<file path="src/logic/dsw_pkg.sv">
// constants and types shared by the drive status word logic
package dsw_pkg;

  // drive state as handed over by the transition logic
  typedef enum logic [2:0] {
    DSW_ST_NOT_READY   = 3'b000,
    DSW_ST_SW_ON_DIS   = 3'b001,
    DSW_ST_READY       = 3'b010,
    DSW_ST_SWITCHED_ON = 3'b011,
    DSW_ST_OP_EN       = 3'b100,
    DSW_ST_QS_ACTIVE   = 3'b101,
    DSW_ST_FAULT_REACT = 3'b110,
    DSW_ST_FAULT       = 3'b111
  } dsw_state_t;

  // active operating mode
  typedef enum logic [3:0] {
    DSW_MODE_CYC_TRQ    = 4'h0,
    DSW_MODE_CYC_VEL    = 4'h1,
    DSW_MODE_CYC_POS    = 4'h2,
    DSW_MODE_HOMING     = 4'h3,
    DSW_MODE_PROF_VEL   = 4'h4,
    DSW_MODE_PROF_POS   = 4'h5,
    DSW_MODE_CUR_REG    = 4'h6,
    DSW_MODE_TRQ_REG    = 4'h7,
    DSW_MODE_VEL_REG    = 4'h8,
    DSW_MODE_POS_REG    = 4'h9,
    DSW_MODE_MOTION_SEQ = 4'ha
  } dsw_mode_t;

  // status word layout
  localparam int unsigned DSW_WORD_W     = 16;
  localparam int unsigned DSW_STATE_MSB  = 3;
  localparam int unsigned DSW_BIT_VOLT   = 4;
  localparam int unsigned DSW_BIT_QS     = 5;
  localparam int unsigned DSW_BIT_SOD    = 6;
  localparam int unsigned DSW_BIT_WARN   = 7;
  localparam int unsigned DSW_BIT_TORQ   = 8;
  localparam int unsigned DSW_BIT_REMOTE = 9;
  localparam int unsigned DSW_BIT_TGT    = 10;
  localparam int unsigned DSW_BIT_LIMIT  = 11;
  localparam int unsigned DSW_BIT_MODE_A = 12;
  localparam int unsigned DSW_BIT_MODE_B = 13;
  localparam int unsigned DSW_BIT_SEQ_GO = 14;
  localparam int unsigned DSW_BIT_SEQ_OK = 15;

  // low nibble state codes
  localparam logic [3:0] DSW_LOW_OFF         = 4'h0;
  localparam logic [3:0] DSW_LOW_READY       = 4'h1;
  localparam logic [3:0] DSW_LOW_SWITCHED_ON = 4'h3;
  localparam logic [3:0] DSW_LOW_OP_EN       = 4'h7;
  localparam logic [3:0] DSW_LOW_FAULT_REACT = 4'hf;
  localparam logic [3:0] DSW_LOW_FAULT       = 4'h8;

  // quick stop option codes that end in target reached
  localparam logic [15:0] DSW_QS_OPT_SLOW = 16'h0005;
  localparam logic [15:0] DSW_QS_OPT_FAST = 16'h0006;

  // reset values
  localparam logic [15:0] DSW_WORD_RST = 16'h0000;
  localparam logic [15:0] DSW_CODE_RST = 16'h0000;

endpackage

</file>
<file path="src/logic/dsw_status_word.sv">
// drive status word generator with warning capture and remote gating
//
// Summary of operation
// - state in bits 0-3, 5, 6; rest flags
// - bit 4 follows power stage high voltage
// - bit 5 low during quick stop reaction, but held high in ready, switched on and operation enabled
// - illegal control word sets warning, code kept
// - bit 8 set at load torque threshold
// - bit 9 remote: commands executed only then
// - local mode still grants parameter access, transmits
// - bit 10 setpoint reached, re-evaluated on change
// - quick stop option 5/6 done at standstill sets bit 10
// - halt standstill also sets bit 10
// - bit 12 setpoint ack, homing attained, or follows command in the cyclic modes
// - bit 13 following, homing or sequence error
// - bit 14 sequential motion started
// - bit 15 sequential motion completed
// - not ready: bit 6 low, low nibble 0000
// - switch on disabled: bit 6 high, 0000
// - ready to switch on: x01x 0001
// - switched on: x01x 0011
// - operation enabled: x01x 0111
// - quick stop active: x00x 0111
// - fault reaction active: x0xx 1111
// - fault: x0xx 1000
// - word is read only, 16 bits unsigned
`timescale 1ns/10ps
module dsw_status_word
  import dsw_pkg::*;
(
  input  wire logic        clk_sys,       // 50 MHz system clock
  input  wire logic        sys_rst,       // synchronous reset, active high
  input  wire logic        ce,            // clock enable, freezes all state
  input  wire dsw_state_t  drive_state,   // present drive state
  input  wire dsw_mode_t   op_mode,       // active operating mode
  input  wire logic        hv_on,         // high voltage on power stage
  input  wire logic        qs_busy,       // quick stop reaction running
  input  wire logic        illegal_cw,    // illegal control word pulse
  input  wire logic [15:0] illegal_code,  // cause code for the warning
  input  wire logic        tx_strobe,     // status word sent on the bus
  input  wire logic        warn_clr,      // warning acknowledge pulse
  input  wire logic [15:0] load_torque,   // measured load torque
  input  wire logic [15:0] torque_limit,  // configured torque threshold
  input  wire logic        remote_en,     // network control selected
  input  wire logic        cmd_valid,     // command message pending
  input  wire logic        sdo_req,       // parameter access request
  input  wire logic        setpoint_hit,  // mode setpoint reached
  input  wire logic        target_chg,    // target value changed pulse
  input  wire logic [15:0] qs_option,     // quick stop option code
  input  wire logic        qs_done,       // quick stop finished
  input  wire logic        standstill,    // motor at standstill
  input  wire logic        halt_stopped,  // halt brought drive to stop
  input  wire logic        limit_active,  // internal limit active
  input  wire logic        sp_ack,        // setpoint acknowledge
  input  wire logic        follows_cmd,   // drive follows command value
  input  wire logic        homing_done,   // homing attained
  input  wire logic        homing_err,    // homing error
  input  wire logic        follow_err,    // following error
  input  wire logic        seq_err,       // motion sequence error
  input  wire logic        seq_started,   // sequential motion started
  input  wire logic        seq_finished,  // sequential motion completed
  output logic [15:0]      status_word,   // read-only status word
  output logic [15:0]      warn_code,     // cause of the last warning
  output logic             cmd_accept,    // command taken for execution
  output logic             sdo_grant,     // parameter access granted
  output logic             tx_allow       // process data may be sent
);

  // all state of the block
  typedef struct packed {
    logic [15:0] word;
    logic [15:0] code;
    logic        warn_sent;
    logic        tgt_hit;
  } dsw_regs_t;

  localparam dsw_regs_t DSW_REGS_RST = '{
    word: DSW_WORD_RST, code: DSW_CODE_RST, warn_sent: 1'b0, tgt_hit: 1'b0};

  dsw_regs_t   r;
  dsw_regs_t   next_r;
  logic [3:0]  state_low;
  logic        qs_bit;
  logic        sod_bit;
  logic        tgt_set;
  logic        warn_now;

  // true when the active mode is one of the given pair
  function automatic logic dsw_mode_is(input dsw_mode_t m, input dsw_mode_t a,
                                       input dsw_mode_t b);
    dsw_mode_is = (m == a) || (m == b);
  endfunction

  // state bits come from one encoder so they never mix two states
  dsw_state_enc u_enc (
    .drive_state (drive_state),
    .qs_busy     (qs_busy),
    .state_low   (state_low),
    .qs_bit      (qs_bit),
    .sod_bit     (sod_bit)
  );

  // target reached sources; any of them sets the latch
  assign tgt_set = setpoint_hit
                 | (dsw_qs_opt_ok(qs_option) & qs_done & standstill)
                 | halt_stopped;

  function automatic logic dsw_qs_opt_ok(input logic [15:0] opt);
    dsw_qs_opt_ok = (opt == DSW_QS_OPT_SLOW) || (opt == DSW_QS_OPT_FAST);
  endfunction

  assign warn_now = r.word[DSW_BIT_WARN];

  // next value of every register
  always_comb begin
    next_r = r;
    // state bits and their flags all load in one edge
    next_r.word[DSW_STATE_MSB:0] = state_low;
    next_r.word[DSW_BIT_QS]      = qs_bit;
    next_r.word[DSW_BIT_SOD]     = sod_bit;
    next_r.word[DSW_BIT_VOLT]    = hv_on;
    next_r.word[DSW_BIT_TORQ]    = (load_torque >= torque_limit);
    next_r.word[DSW_BIT_REMOTE]  = remote_en;
    next_r.word[DSW_BIT_LIMIT]   = limit_active;
    // latch clears on a new target, a hit in the same cycle wins
    next_r.tgt_hit = tgt_set | (r.tgt_hit & ~target_chg);
    next_r.word[DSW_BIT_TGT] = next_r.tgt_hit;
    // bit 12 by mode
    if (op_mode == DSW_MODE_PROF_POS) begin
      next_r.word[DSW_BIT_MODE_A] = sp_ack;
    end else if (op_mode == DSW_MODE_HOMING) begin
      next_r.word[DSW_BIT_MODE_A] = homing_done;
    end else if (dsw_mode_is(op_mode, DSW_MODE_CYC_POS, DSW_MODE_CYC_VEL) ||
                 op_mode == DSW_MODE_CYC_TRQ) begin
      next_r.word[DSW_BIT_MODE_A] = follows_cmd;
    end else begin
      next_r.word[DSW_BIT_MODE_A] = 1'b0;
    end
    // bit 13 by mode
    if (dsw_mode_is(op_mode, DSW_MODE_PROF_POS, DSW_MODE_CYC_POS)) begin
      next_r.word[DSW_BIT_MODE_B] = follow_err;
    end else if (op_mode == DSW_MODE_HOMING) begin
      next_r.word[DSW_BIT_MODE_B] = homing_err;
    end else if (op_mode == DSW_MODE_MOTION_SEQ) begin
      next_r.word[DSW_BIT_MODE_B] = seq_err;
    end else begin
      next_r.word[DSW_BIT_MODE_B] = 1'b0;
    end
    // sequence progress only in motion sequence mode
    next_r.word[DSW_BIT_SEQ_GO] = (op_mode == DSW_MODE_MOTION_SEQ) & seq_started;
    next_r.word[DSW_BIT_SEQ_OK] = (op_mode == DSW_MODE_MOTION_SEQ) & seq_finished;
    // warning: held until sent once and then acknowledged, a new one wins
    if (illegal_cw) begin
      next_r.word[DSW_BIT_WARN] = 1'b1;
      next_r.code               = illegal_code;
      next_r.warn_sent          = 1'b0;
    end else if (warn_now) begin
      if (tx_strobe) begin
        next_r.warn_sent = 1'b1;
      end
      if (warn_clr && r.warn_sent) begin
        next_r.word[DSW_BIT_WARN] = 1'b0;
        next_r.warn_sent          = 1'b0;
      end
    end
  end

  // state register, frozen while the enable is low
  always_ff @(posedge clk_sys) begin
    if (sys_rst) begin
      r <= DSW_REGS_RST;
    end else if (ce) begin
      r <= next_r;
    end
  end

  // read-only view of the word and the warning cause
  assign status_word = r.word;
  assign warn_code   = r.code;

  // commands run only when the reported word says remote
  assign cmd_accept = cmd_valid & r.word[DSW_BIT_REMOTE];
  // parameter access and transmission stay open in local mode
  assign sdo_grant  = sdo_req;
  assign tx_allow   = ~sys_rst;

  // legal state patterns of the word
  function automatic logic dsw_legal(input logic [15:0] w);
    logic [2:0] k;
    k = {w[DSW_BIT_SOD], w[DSW_BIT_QS], 1'b0};
    dsw_legal = 1'b0;
    case (w[DSW_STATE_MSB:0])
      DSW_LOW_OFF:         dsw_legal = 1'b1;
      DSW_LOW_READY:       dsw_legal = (k[2:1] == 2'b01);
      DSW_LOW_SWITCHED_ON: dsw_legal = (k[2:1] == 2'b01);
      DSW_LOW_OP_EN:       dsw_legal = ~k[2];
      DSW_LOW_FAULT_REACT: dsw_legal = ~k[2];
      DSW_LOW_FAULT:       dsw_legal = ~k[2];
      default:             dsw_legal = 1'b0;
    endcase
  endfunction
endmodule // dsw_status_word

</file>
<file path="src/logic/dsw_state_enc.sv">
// state encoder for the state bits of the drive status word
`timescale 1ns/10ps
module dsw_state_enc
  import dsw_pkg::*;
(
  input  wire dsw_state_t drive_state, // present drive state
  input  wire logic       qs_busy,     // quick stop reaction in progress
  output logic [3:0]      state_low,   // status bits 3..0
  output logic            qs_bit,      // status bit 5
  output logic            sod_bit      // status bit 6
);

  // every state maps to exactly one listed pattern
  always_comb begin
    state_low = DSW_LOW_OFF;
    qs_bit    = ~qs_busy;
    sod_bit   = 1'b0;
    case (drive_state)
      DSW_ST_NOT_READY: begin
        state_low = DSW_LOW_OFF;
      end
      DSW_ST_SW_ON_DIS: begin
        state_low = DSW_LOW_OFF;
        sod_bit   = 1'b1;
      end
      DSW_ST_READY: begin
        state_low = DSW_LOW_READY;
        qs_bit    = 1'b1;
      end
      DSW_ST_SWITCHED_ON: begin
        state_low = DSW_LOW_SWITCHED_ON;
        qs_bit    = 1'b1;
      end
      DSW_ST_OP_EN: begin
        state_low = DSW_LOW_OP_EN;
        qs_bit    = 1'b1;
      end
      DSW_ST_QS_ACTIVE: begin
        state_low = DSW_LOW_OP_EN;
        qs_bit    = 1'b0;
      end
      DSW_ST_FAULT_REACT: begin
        state_low = DSW_LOW_FAULT_REACT;
      end
      DSW_ST_FAULT: begin
        state_low = DSW_LOW_FAULT;
      end
      default: begin
        state_low = DSW_LOW_OFF;
        sod_bit   = 1'b0;
      end
    endcase
  end

endmodule // dsw_state_enc

</file>
<file path="config.mk">
export PLATFORM = sky130hd
export DESIGN_NAME = dsw_status_word
export DESIGN_NICKNAME = d
export VERILOG_FILES = /design/src/logic/dsw_pkg.sv /design/src/logic/dsw_status_word.sv /design/src/logic/dsw_state_enc.sv
export SDC_FILE = /design/constraint.sdc
export NUM_CORES = 1
export LEC_CHECK = 0
export ABC_AREA = 1
export BUFFER_PORTS_ARGS = -buffer_cell sky130_fd_sc_hd__buf_2
export CAP_MARGIN = 10
export CORE_UTILIZATION = 43
export DETAILED_ROUTE_END_ITERATION = 10
export PLACE_DENSITY = 0.84
export SETUP_SLACK_MARGIN = 0.15
export SYNTH_ARGS = -nofsm -noshare
export SYNTH_HDL_FRONTEND = slang
export SYNTH_SLANG_ARGS = --single-unit
</file>
<file path="constraint.sdc">
create_clock -name clk_sys -period 1.2 [get_ports clk_sys]
set_input_delay 0.06 -clock clk_sys [delete_from_list [all_inputs] [get_ports clk_sys]]
set_output_delay 0.06 -clock clk_sys [all_outputs]
set_load 0.05 [all_outputs]
</file>
==> results.toml, run 1 <==
[clocking]
cts_resized = 0
clock-sinks = 33
clock_latency_ps = 270
h-tree-depth = 2
cts_made_buffers = 5
path_clk_slew_ps = 70
postCtsHoldBufs = 0
root_buffer = "clkbuf_8"
post_cts_buffers = 0
cts_tree = "yes"
cts.path.max_buffers = 2

[critical_path]
start_kind = "register"
reg2reg_slack_ps = 470
crit_chain = "buf_2"
critical_path_buf_inv_count = 1
critPathArrivalTime_ps = 930
max_stage_delay_ps = 380
cpMaxStageDelayCell = "dfxtp_1"
worstSetupPathType = "reg2out"
cp.required_ps = 1140
path_delay_family = "flip-flops"
path_max_fanout = 4
end_kind = "output port"

[timing]
fin_crit_ps = 994
slew_viol_final = 0
timing.fmax_ghz = 1.01
period_share_pct = 82.8
fin_ws_ps = 206
finClkSkew_ps = 0.0557
maxSlewHeadroom_pct = 74.1
rsz0062_at_grt = "no"
hold_viol = 0
tightest_slew_ps = 387
setup_viol = 0
final.setup.tns_ps = 0

[detailed_routing]
num_vias = 2085
firstDrtPassIters = 7
wl_mm = 4.49
drc = 9
vias_per_cell = 4.65
drt-wirelength-per-cell_um = 10.0
drtAntennaViolNets = 0
drt-initial-drc-count = 107

[min_path]
hold_path_class = "in2reg"

[logic_synthesis]
synth_edf_count = 0
synth_cell_types = 24
netlist_instances = 299
synthArstFlopShare_pct = 0
synth_nets = 411
synth_area_mm2 = 0.00206
yosys_warnings = 0
seq_area_frac_synth_pct = 32.1
postSynthAreaPerCell_um2 = 6.88
synth-seq-cells = 33
ys.flop_type = "dfxtp_1"

[pwr]
pwr-share-seq_pct = 39.3
p_clk_share_pct = 34.5
swShare_pct = 30.6
combPwrFrac_pct = 26.2
power_density_mw_per_mm2 = 1170
leakage_uw = 0.00148
p_int_uw = 2120
netSwitchingPower_uw = 933
ir_drop_uv = 516

[floorplanning]
die_h_um = 71.1
rows = 24
fp.dieW_um = 71.1
die_area_mm2 = 0.00506
io_pins = 131
start_util_pct = 45.9
core_mm2 = 0.00447

[global_route]
grt_pass1_vias = 1825
grt_max_degree = 29
overflow = 0
antenna_found_initial = 0
track_usage_pct = 17.8
grt_pass1_wl_mm = 7.36

[outcome]
violations = "DRC"
status = "complete, but fails checks"

[cells_and_area]
final_area_mm2 = 0.00260
syn_to_final_growth_pct = 26.5
layout.nets = 507
fillers = 428
antenna_cells = 0
drive_above_1_share_pct = 35.6

[placed_design]
globalplace.congestion = 0.837
post-place-ws_ps = 99.0
post_dp_cell_area_mm2 = 0.00248
hpwl_mm = 3.66
port_buffers = 128

[run]
drv_cap = 0
-- layer usage --
metal / track usage [%] / share of wire [%]
met4: 5.78 / 0.94
met5: 0 / 0
met1: 20.1 / 44
met2: 32.8 / 49
met3: 3.85 / 6.2
-- cells in the mapped netlist, types with 2 or more instances --
master | count | area share, %
nor2_1 | 56 | 10
nand2_1 | 46 | 8.4
buf_4 | 35 | 13
dfxtp_1 | 33 | 32
inv_1 | 33 | 6.0
o21ai_0 | 27 | 6.6
a21oi_1 | 19 | 4.6
ha_1 | 16 | 9.7
nand3_1 | 11 | 2.7
buf_2 | 4 | 0.97
a31oi_1 | 3 | 0.91
nand4_1 | 3 | 0.91
inv_2 | 2 | 0.37
-- cells in the final DEF (no fill, tap or decap), types with 3 or more instances in the layout --
cell,Yosys,final
a21oi_1,19,19
a31oi_1,3,3
buf_2,4,127
clkbuf_8,0,6
dfxtp_1,33,33
ha_1,16,16
inv_1,33,33
nand2_1,46,46
nand3_1,11,11
nand4_1,3,3
nor2_1,56,56
o21ai_0,27,27
-- power by group through the flow --
stage	sequential (µW)	clock, µW	combinational, µW
after floorplan	1220	0	632
after global placement	1220	0	784
after detailed placement	1220	0	802
after CTS	1200	1080	805
after global routing	1210	1130	885
final	1200	1050	799
-- final timing paths --
path,from,endpoint,cells past startpoint
worst max-delay path,status_word[7],status_word[7],1
worst min-delay path,limit_active,status_word[11],3
worst max register to register,status_word[7],r[1],3
worst min register to register,r[1],r[1],2
-- cell type report --
type                    instances  area (µm²)  area share (%)
inverters                      36         138            5.29
multi-input cells             190         971            37.3
well taps                      52        65.1            2.50
clock inverters                 1        30.0            1.15
repair buffers                129         651            25.0
clock buffers                   7        86.3            3.32
flip-flops and latches         33         661            25.4
-- state kept, by name (all words and copies together) (netlist names) --
name         cells
status_word     16
warn_code       16
r                1
-- metrics by stage --
stage / hold WS [ps] / power [µW] / std cells / util [%]
2_1_floorplan: 129 / 1850 / 299 / -
4_1_cts: 8.41 / 3090 / 448 / 58.1
3_5_place_dp: 121 / 2030 / 440 / 55.5
6_report: 12.3 / 3050 / 448 / 58.1
3_3_place_gp: 121 / 2000 / 440 / 55.5
5_1_grt: 13.6 / 3220 / 448 / 58.1
-- cell families after synthesis --
family,share of synthesized area [%]
and+or+nand+nor,24.0
buffers and inverters,20.6
AOI/OAI and AO/OA,13.5
DFF,32.1
adders and majority gates,9.74
Power figures use the tool's default switching activity.
==> inputs of run 2 (changes only) <==
--- a/config.mk
+++ b/config.mk
@@ -5,12 +5,12 @@
 export SDC_FILE = /design/constraint.sdc
 export NUM_CORES = 1
 export LEC_CHECK = 0
-export ABC_AREA = 1
+export ABC_AREA = 0
 export BUFFER_PORTS_ARGS = -buffer_cell sky130_fd_sc_hd__buf_2
 export CAP_MARGIN = 10
-export CORE_UTILIZATION = 43
+export CORE_UTILIZATION = 38
 export DETAILED_ROUTE_END_ITERATION = 10
-export PLACE_DENSITY = 0.84
+export PLACE_DENSITY = 0.79
 export SETUP_SLACK_MARGIN = 0.15
 export SYNTH_ARGS = -nofsm -noshare
 export SYNTH_HDL_FRONTEND = slang
==> constraint.sdc (replaced) <==
create_clock -name clk_sys -period 0.9 [get_ports clk_sys]
set_input_delay 0.045 -clock clk_sys [delete_from_list [all_inputs] [get_ports clk_sys]]
set_output_delay 0.045 -clock clk_sys [all_outputs]
set_load 0.05 [all_outputs]
==> run 2 against run 1 <==
Effect of this change:
- count of clock-buffer cells in the layout unchanged
- die area rose by 11%
- synthesized cell count is 14% lower
- sequential power is 35% higher
- largest cell class is now non-clock buffers
- non-clock buffer count grew 43
- via count increased by 6.6%
- clock power up 36%
- worst hold slack worse by 6.9 ps
- the flow finishes with violations (setup timing)
==> results.toml, run 2 <==
[outcome]
status = "complete, but fails checks"
violations = "setup timing"

[cells_and_area]
syn_to_final_growth_pct = 77.6
layout.cells.most_common_list = "buf_2 (84), nand2_1 (42), buf_8 (33), dfxtp_2 (30), a21oi_1 (27)"
layout.nets = 503
drive_above_1_share_pct = 57.1
antenna_cells = 0
fillers = 372
fin_cells = 462
layout_commonest_cell = "buf_2"
final_util_pct = 70.1

[clocking]
clock-sinks = 33
h-tree-depth = 2
clock_latency_ps = 280
cts_tree = "yes"
cts_made_buffers = 5
cts.path.max_buffers = 2
path_clk_slew_ps = 70
root_buffer = "clkbuf_8"

[logic_synthesis]
synth_area_mm2 = 0.00202
synth.area.top_cells = "dfxtp_1 (33%), buf_4 (12%), ha_1 (9.9%)"
yosys_warnings = 0
synthMostInstantiatedCell = "nand2_1"
synth_nets = 368
seq_area_frac_synth_pct = 32.8
synth_cell_types = 38
synth-seq-cells = 33
postSynthAreaPerCell_um2 = 7.87
synth_area_leader_cell = "dfxtp_1"
synth_top_area_share_pct = 32.8
synthTopCellsByCount = "nand2_1 (42), buf_4 (33), dfxtp_1 (33)"
netlist_instances = 256
synth_edf_count = 0
ys.flop_type = "dfxtp_1"
synthArstFlopShare_pct = 0

[detailed_routing]
wl_mm = 6.51
vias_per_cell = 4.81
firstDrtPassIters = 4
drc = 0
drtAntennaViolNets = 0
drt-initial-drc-count = 30
drt-wirelength-per-cell_um = 14.1
num_vias = 2223

[placed_design]
hpwl_mm = 3.82
globalplace.congestion = 0.767
placedCellCount = 426
port_buffers = 128
post-place-ws_ps = -783

[global_route]
grt_pass1_vias = 2125
track_usage_pct = 21.5
antenna_found_initial = 0
grt_max_degree = 18
overflow = 0
grt_pass1_wl_mm = 9.07

[timing]
hold_viol = 0
setup_viol = 3
finClkSkew_ps = 4.72
tightest_slew_ps = 350
whs_ps = 5.39
fin_ws_ps = -462
timing.fmax_ghz = 0.734
fin_crit_ps = 1360
maxSlewHeadroom_pct = 76.1
period_share_pct = 151
rsz0062_at_grt = "yes"
slew_viol_final = 0
final.setup.tns_ps = -546

[critical_path]
path_max_fanout = 2
worstSetupPathType = "in2reg"
timing.rr.start = "status_word[7]"
start_kind = "input pin"
critPathArrivalTime_ps = 1560
end_kind = "register"
cp.required_ps = 1100
cp-startpoint = "torque_limit[12]"

[floorplanning]
start_util_pct = 39.5
die_h_um = 74.8
io_pins = 131
rows = 26
die_area_mm2 = 0.00560
fp.dieW_um = 74.8
core_mm2 = 0.00511

[min_path]
min-delay-start = "illegal_code[0]"
hold_path_class = "in2reg"

[run]
drv_cap = 0

[pwr]
leakage_uw = 0.00165
power_density_mw_per_mm2 = 1250
ir_drop_uv = 588
[run 2: cell count changes in the layout (fill, tap and decap cells not counted), sizes merged, moves of 4 or more]
cell,before,now
dlygate4sd3,0,16
a211oi,0,5
a21oi,19,29
nand2,47,42
buf,128,155
nor2,57,15
inv,36,20
nand2b,0,5
mux2i,0,4
nand3,11,6
o21ai,28,2
[run 2: logic make-up after synthesis]
| group | count (synthesis) | share of synthesized area (%) |
|---|---|---|
| mux | 4 | 1.99 |
| compound gates | 49 | 14.9 |
| xor+xnor | 3 | 1.30 |
| buf+inv | 64 | 18.1 |
| fa+ha+maj | 16 | 9.93 |
| flops | 33 | 32.8 |
| simple gates | 87 | 21.0 |
[run 2: layout make-up]
cell class / instances / area, µm² / share of cell area [%]
clock buffers: 7 / 86.3 / 2.41
clock inverters: 1 / 30.0 / 0.839
inverters: 20 / 80.1 / 2.24
multi-input cells: 159 / 1150 / 32.2
flip-flops and latches: 33 / 706 / 19.7
well taps: 70 / 87.6 / 2.45
repair buffers: 172 / 1440 / 40.2
[run 2: power by group]
part / internal [µW] / switching, µW / total [µW] / leakage (µW)
clock: 902 / 531 / 1430 / 0.0000585
combinational: 715 / 696 / 1410 / 0.00131
sequential: 1550 / 73.4 / 1620 / 0.000284
[run 2: repair_timing]
action | 4_1_cts | 5_1_grt
endpoints found under the setup margin | 35 | 43
pin swaps | 14 | 13
setup buffers | 5 | 6
resized for setup | 158 | 16
hold endpoints to repair | 17 | 0
hold buffers | 17 | 0
[run 2: stage by stage]
| step | cell area (µm²) | power, µW |
|---|---|---|
| 2_1_floorplan | 2070 | 2330 |
| 3_5_place_dp | 2600 | 2620 |
| 5_1_grt | 3580 | 4660 |
| 3_3_place_gp | 2600 | 2600 |
| 6_report | 3580 | 4460 |
| 4_1_cts | 3470 | 4420 |
[run 2: worst max-delay path, cell delays in order]
cell	delay (ps)
buf_2	90
inv_2	40
ha_4	260
nand4_4	90
or3_1	380
or4_4	420
a311oi_2	240
[run 2: metal layers]
| layer | wire length [µm] | global-route usage, % | part of all wire [%] | up-vias |
|---|---|---|---|---|
| met3 | 493 | 5.62 | 7.6 | 16 |
| met1 | 2330 | 19.4 | 36 | 1015 |
| met2 | 3500 | 43.0 | 54 | 93 |
| li1 | - | - | - | 1099 |
| met5 | 0 | 0 | 0 | - |
| met4 | 187 | 11.5 | 2.9 | 0 |
[run 2: path summary, 6_finish.rpt]
| path | to | cells after the start | slack [ps] |
|---|---|---|---|
| setup / recovery | status_word[8] | 7 | -460 |
| hold / removal | warn_code[0] | 3 | 5 |
| setup reg to reg | r[1] | 2 | 70 |
| hold reg to reg | warn_code[0] | 2 | 470 |
==> inputs of run 3 (changes only) <==
--- a/config.mk
+++ b/config.mk
@@ -8,9 +8,11 @@
 export ABC_AREA = 0
 export BUFFER_PORTS_ARGS = -buffer_cell sky130_fd_sc_hd__buf_2
 export CAP_MARGIN = 10
+export CORE_ASPECT_RATIO = 0.6
 export CORE_UTILIZATION = 38
 export DETAILED_ROUTE_END_ITERATION = 10
 export PLACE_DENSITY = 0.79
+export RECOVER_POWER = 100
 export SETUP_SLACK_MARGIN = 0.15
 export SYNTH_ARGS = -nofsm -noshare
 export SYNTH_HDL_FRONTEND = slang
==> run 3 against run 2 <==
Effect of this change:
- the flow still finishes with violations (setup timing)
- die area is 0.17% higher
- via count down 3.5%
- routed wire length fell by 6.1%
- combinational power shrank 6%
- clock skew is 2.1 ps higher
- critical path depth decreased by 1
- fmax increased by 2.3%
- cell area is 7.0% lower
- non-clock buffer count fell by 14
- highest routed layer unchanged
==> results.toml, run 3 (synthesis results as in run 2) <==
[outcome]
status = "complete, but fails checks"
violations = "setup timing"

[critical_path]
reg2reg_slack_ps = 80
critPathArrivalTime_ps = 1520
r2r-end = "r[1]"
max_stage_delay_ps = 420
worstSetupPathType = "in2reg"
crit_chain = "buf_2, ha_4, nand4_4, or3_1, or4_4, a311oi_2"
cp.required_ps = 1090
ff2ff_path_depth = 2
timing.rr.start = "status_word[7]"
path_max_fanout = 2
critical_path_buf_inv_count = 1
start_kind = "input pin"
path_delay_family = "simple AND/OR/NAND/NOR gates"
end_kind = "register"
cpMaxStageDelayCell = "or4_4"

[cells_and_area]
drive_above_1_share_pct = 54.5
syn_to_final_growth_pct = 65.1
layout_commonest_cell = "buf_2"
fin_cells = 444
final_util_pct = 65.5
antenna_cells = 0
layout.nets = 489
layout.cells.most_common_list = "buf_2 (80), nand2_1 (41), buf_4 (35), a21oi_1 (26), dfxtp_1 (23)"

[floorplanning]
rows = 20
core_mm2 = 0.00508
start_util_pct = 39.7
fp.dieW_um = 96.0
io_pins = 131
die_area_mm2 = 0.00561
die_h_um = 58.4

[placed_design]
port_buffers = 128
post-place-ws_ps = -807
hpwl_mm = 4.02
globalplace.congestion = 0.776
placedCellCount = 420

[detailed_routing]
firstDrtPassIters = 4
wl_mm = 6.11
drt-wirelength-per-cell_um = 13.8
vias_per_cell = 4.83
num_vias = 2145
drt-initial-drc-count = 55
drtAntennaViolNets = 0
drc = 0

[timing]
whs_ps = 6.80
period_share_pct = 148
slew_viol_final = 0
hold_viol = 0
tightest_slew_ps = 587
finClkSkew_ps = 6.82
timing.fmax_ghz = 0.751
fin_ws_ps = -431
fin_crit_ps = 1330
rsz0062_at_grt = "yes"
setup_viol = 2
maxSlewHeadroom_pct = 61.0

[clocking]
cts.path.max_buffers = 2
path_clk_slew_ps = 70
cts_tree = "yes"
cts_made_buffers = 5
clock_latency_ps = 280
h-tree-depth = 2
root_buffer = "clkbuf_8"
clock-sinks = 33

[min_path]
hold_path_class = "in2reg"
min_path_cells = 3
min-delay-start = "limit_active"
min_to = "status_word[11]"

[pwr]
ir_drop_uv = 693
power_density_mw_per_mm2 = 1310
leakage_uw = 0.00154

[global_route]
grt_pass1_wl_mm = 8.78
grt_pass1_vias = 2005
grt_max_degree = 18
overflow = 0
antenna_found_initial = 0
track_usage_pct = 20.6

[run]
drv_cap = 0
run 3: area by class of cell:
class	count	area, µm²
repair buffers	158	1180
fillers	423	1750
multi-input cells	159	1190
inverters	20	77.6
clock buffers	7	86.3
clock inverters	1	30.0
flip-flops and latches	33	676
well taps	66	82.6
run 3: worst min-delay path: cells and delay by family:
family                 cells  cell delay, ps
and+or+nand+nor            1              80
buffers and inverters      1              80
muxes                      1              60
run 3: routing by layer:
metal	share of wire (%)	vias to the layer above	global-route usage, %
met1	40	973	22.0
li1	-	1072	-
met5	0	-	0
met4	1.3	0	4.69
met2	51	88	40.2
met3	6.8	12	5.68
run 3: worst max-delay path by stage:
stage,endpoint,from,slack (ps),cells after the start
after CTS,status_word[8],load_torque[9],-500,6
after detailed placement,status_word[8],torque_limit[15],-810,7
after global placement,status_word[8],torque_limit[13],-750,7
final,status_word[8],load_torque[12],-430,6
after floorplan,status_word[8],torque_limit[13],-640,6
after global routing,status_word[8],torque_limit[11],-520,12
run 3: power breakdown:
group	internal, µW	leakage, µW	total [µW]	switching [µW]
Sequential	1540	0.000275	1590	53.1
Clock	903	0.0000585	1430	526
Combinational	636	0.00121	1330	694
Total	3070	0.00154	4350	1270
run 3: repair_timing:
action,CTS,global route
buffers inserted,8,3
setup endpoints to repair,37,41
hold buffers,5,0
hold endpoints to repair,5,0
gates resized for setup,153,31
pin swaps,9,18
run 3: through the flow:
step / total power (µW) / cell area [µm²] / TNS [ps]
floorplan: 2330 / 2070 / -643
global placement: 2600 / 2590 / -835
detailed placement: 2630 / 2590 / -915
CTS: 4350 / 3350 / -558
global route: 4540 / 3330 / -671
finish: 4350 / 3330 / -538
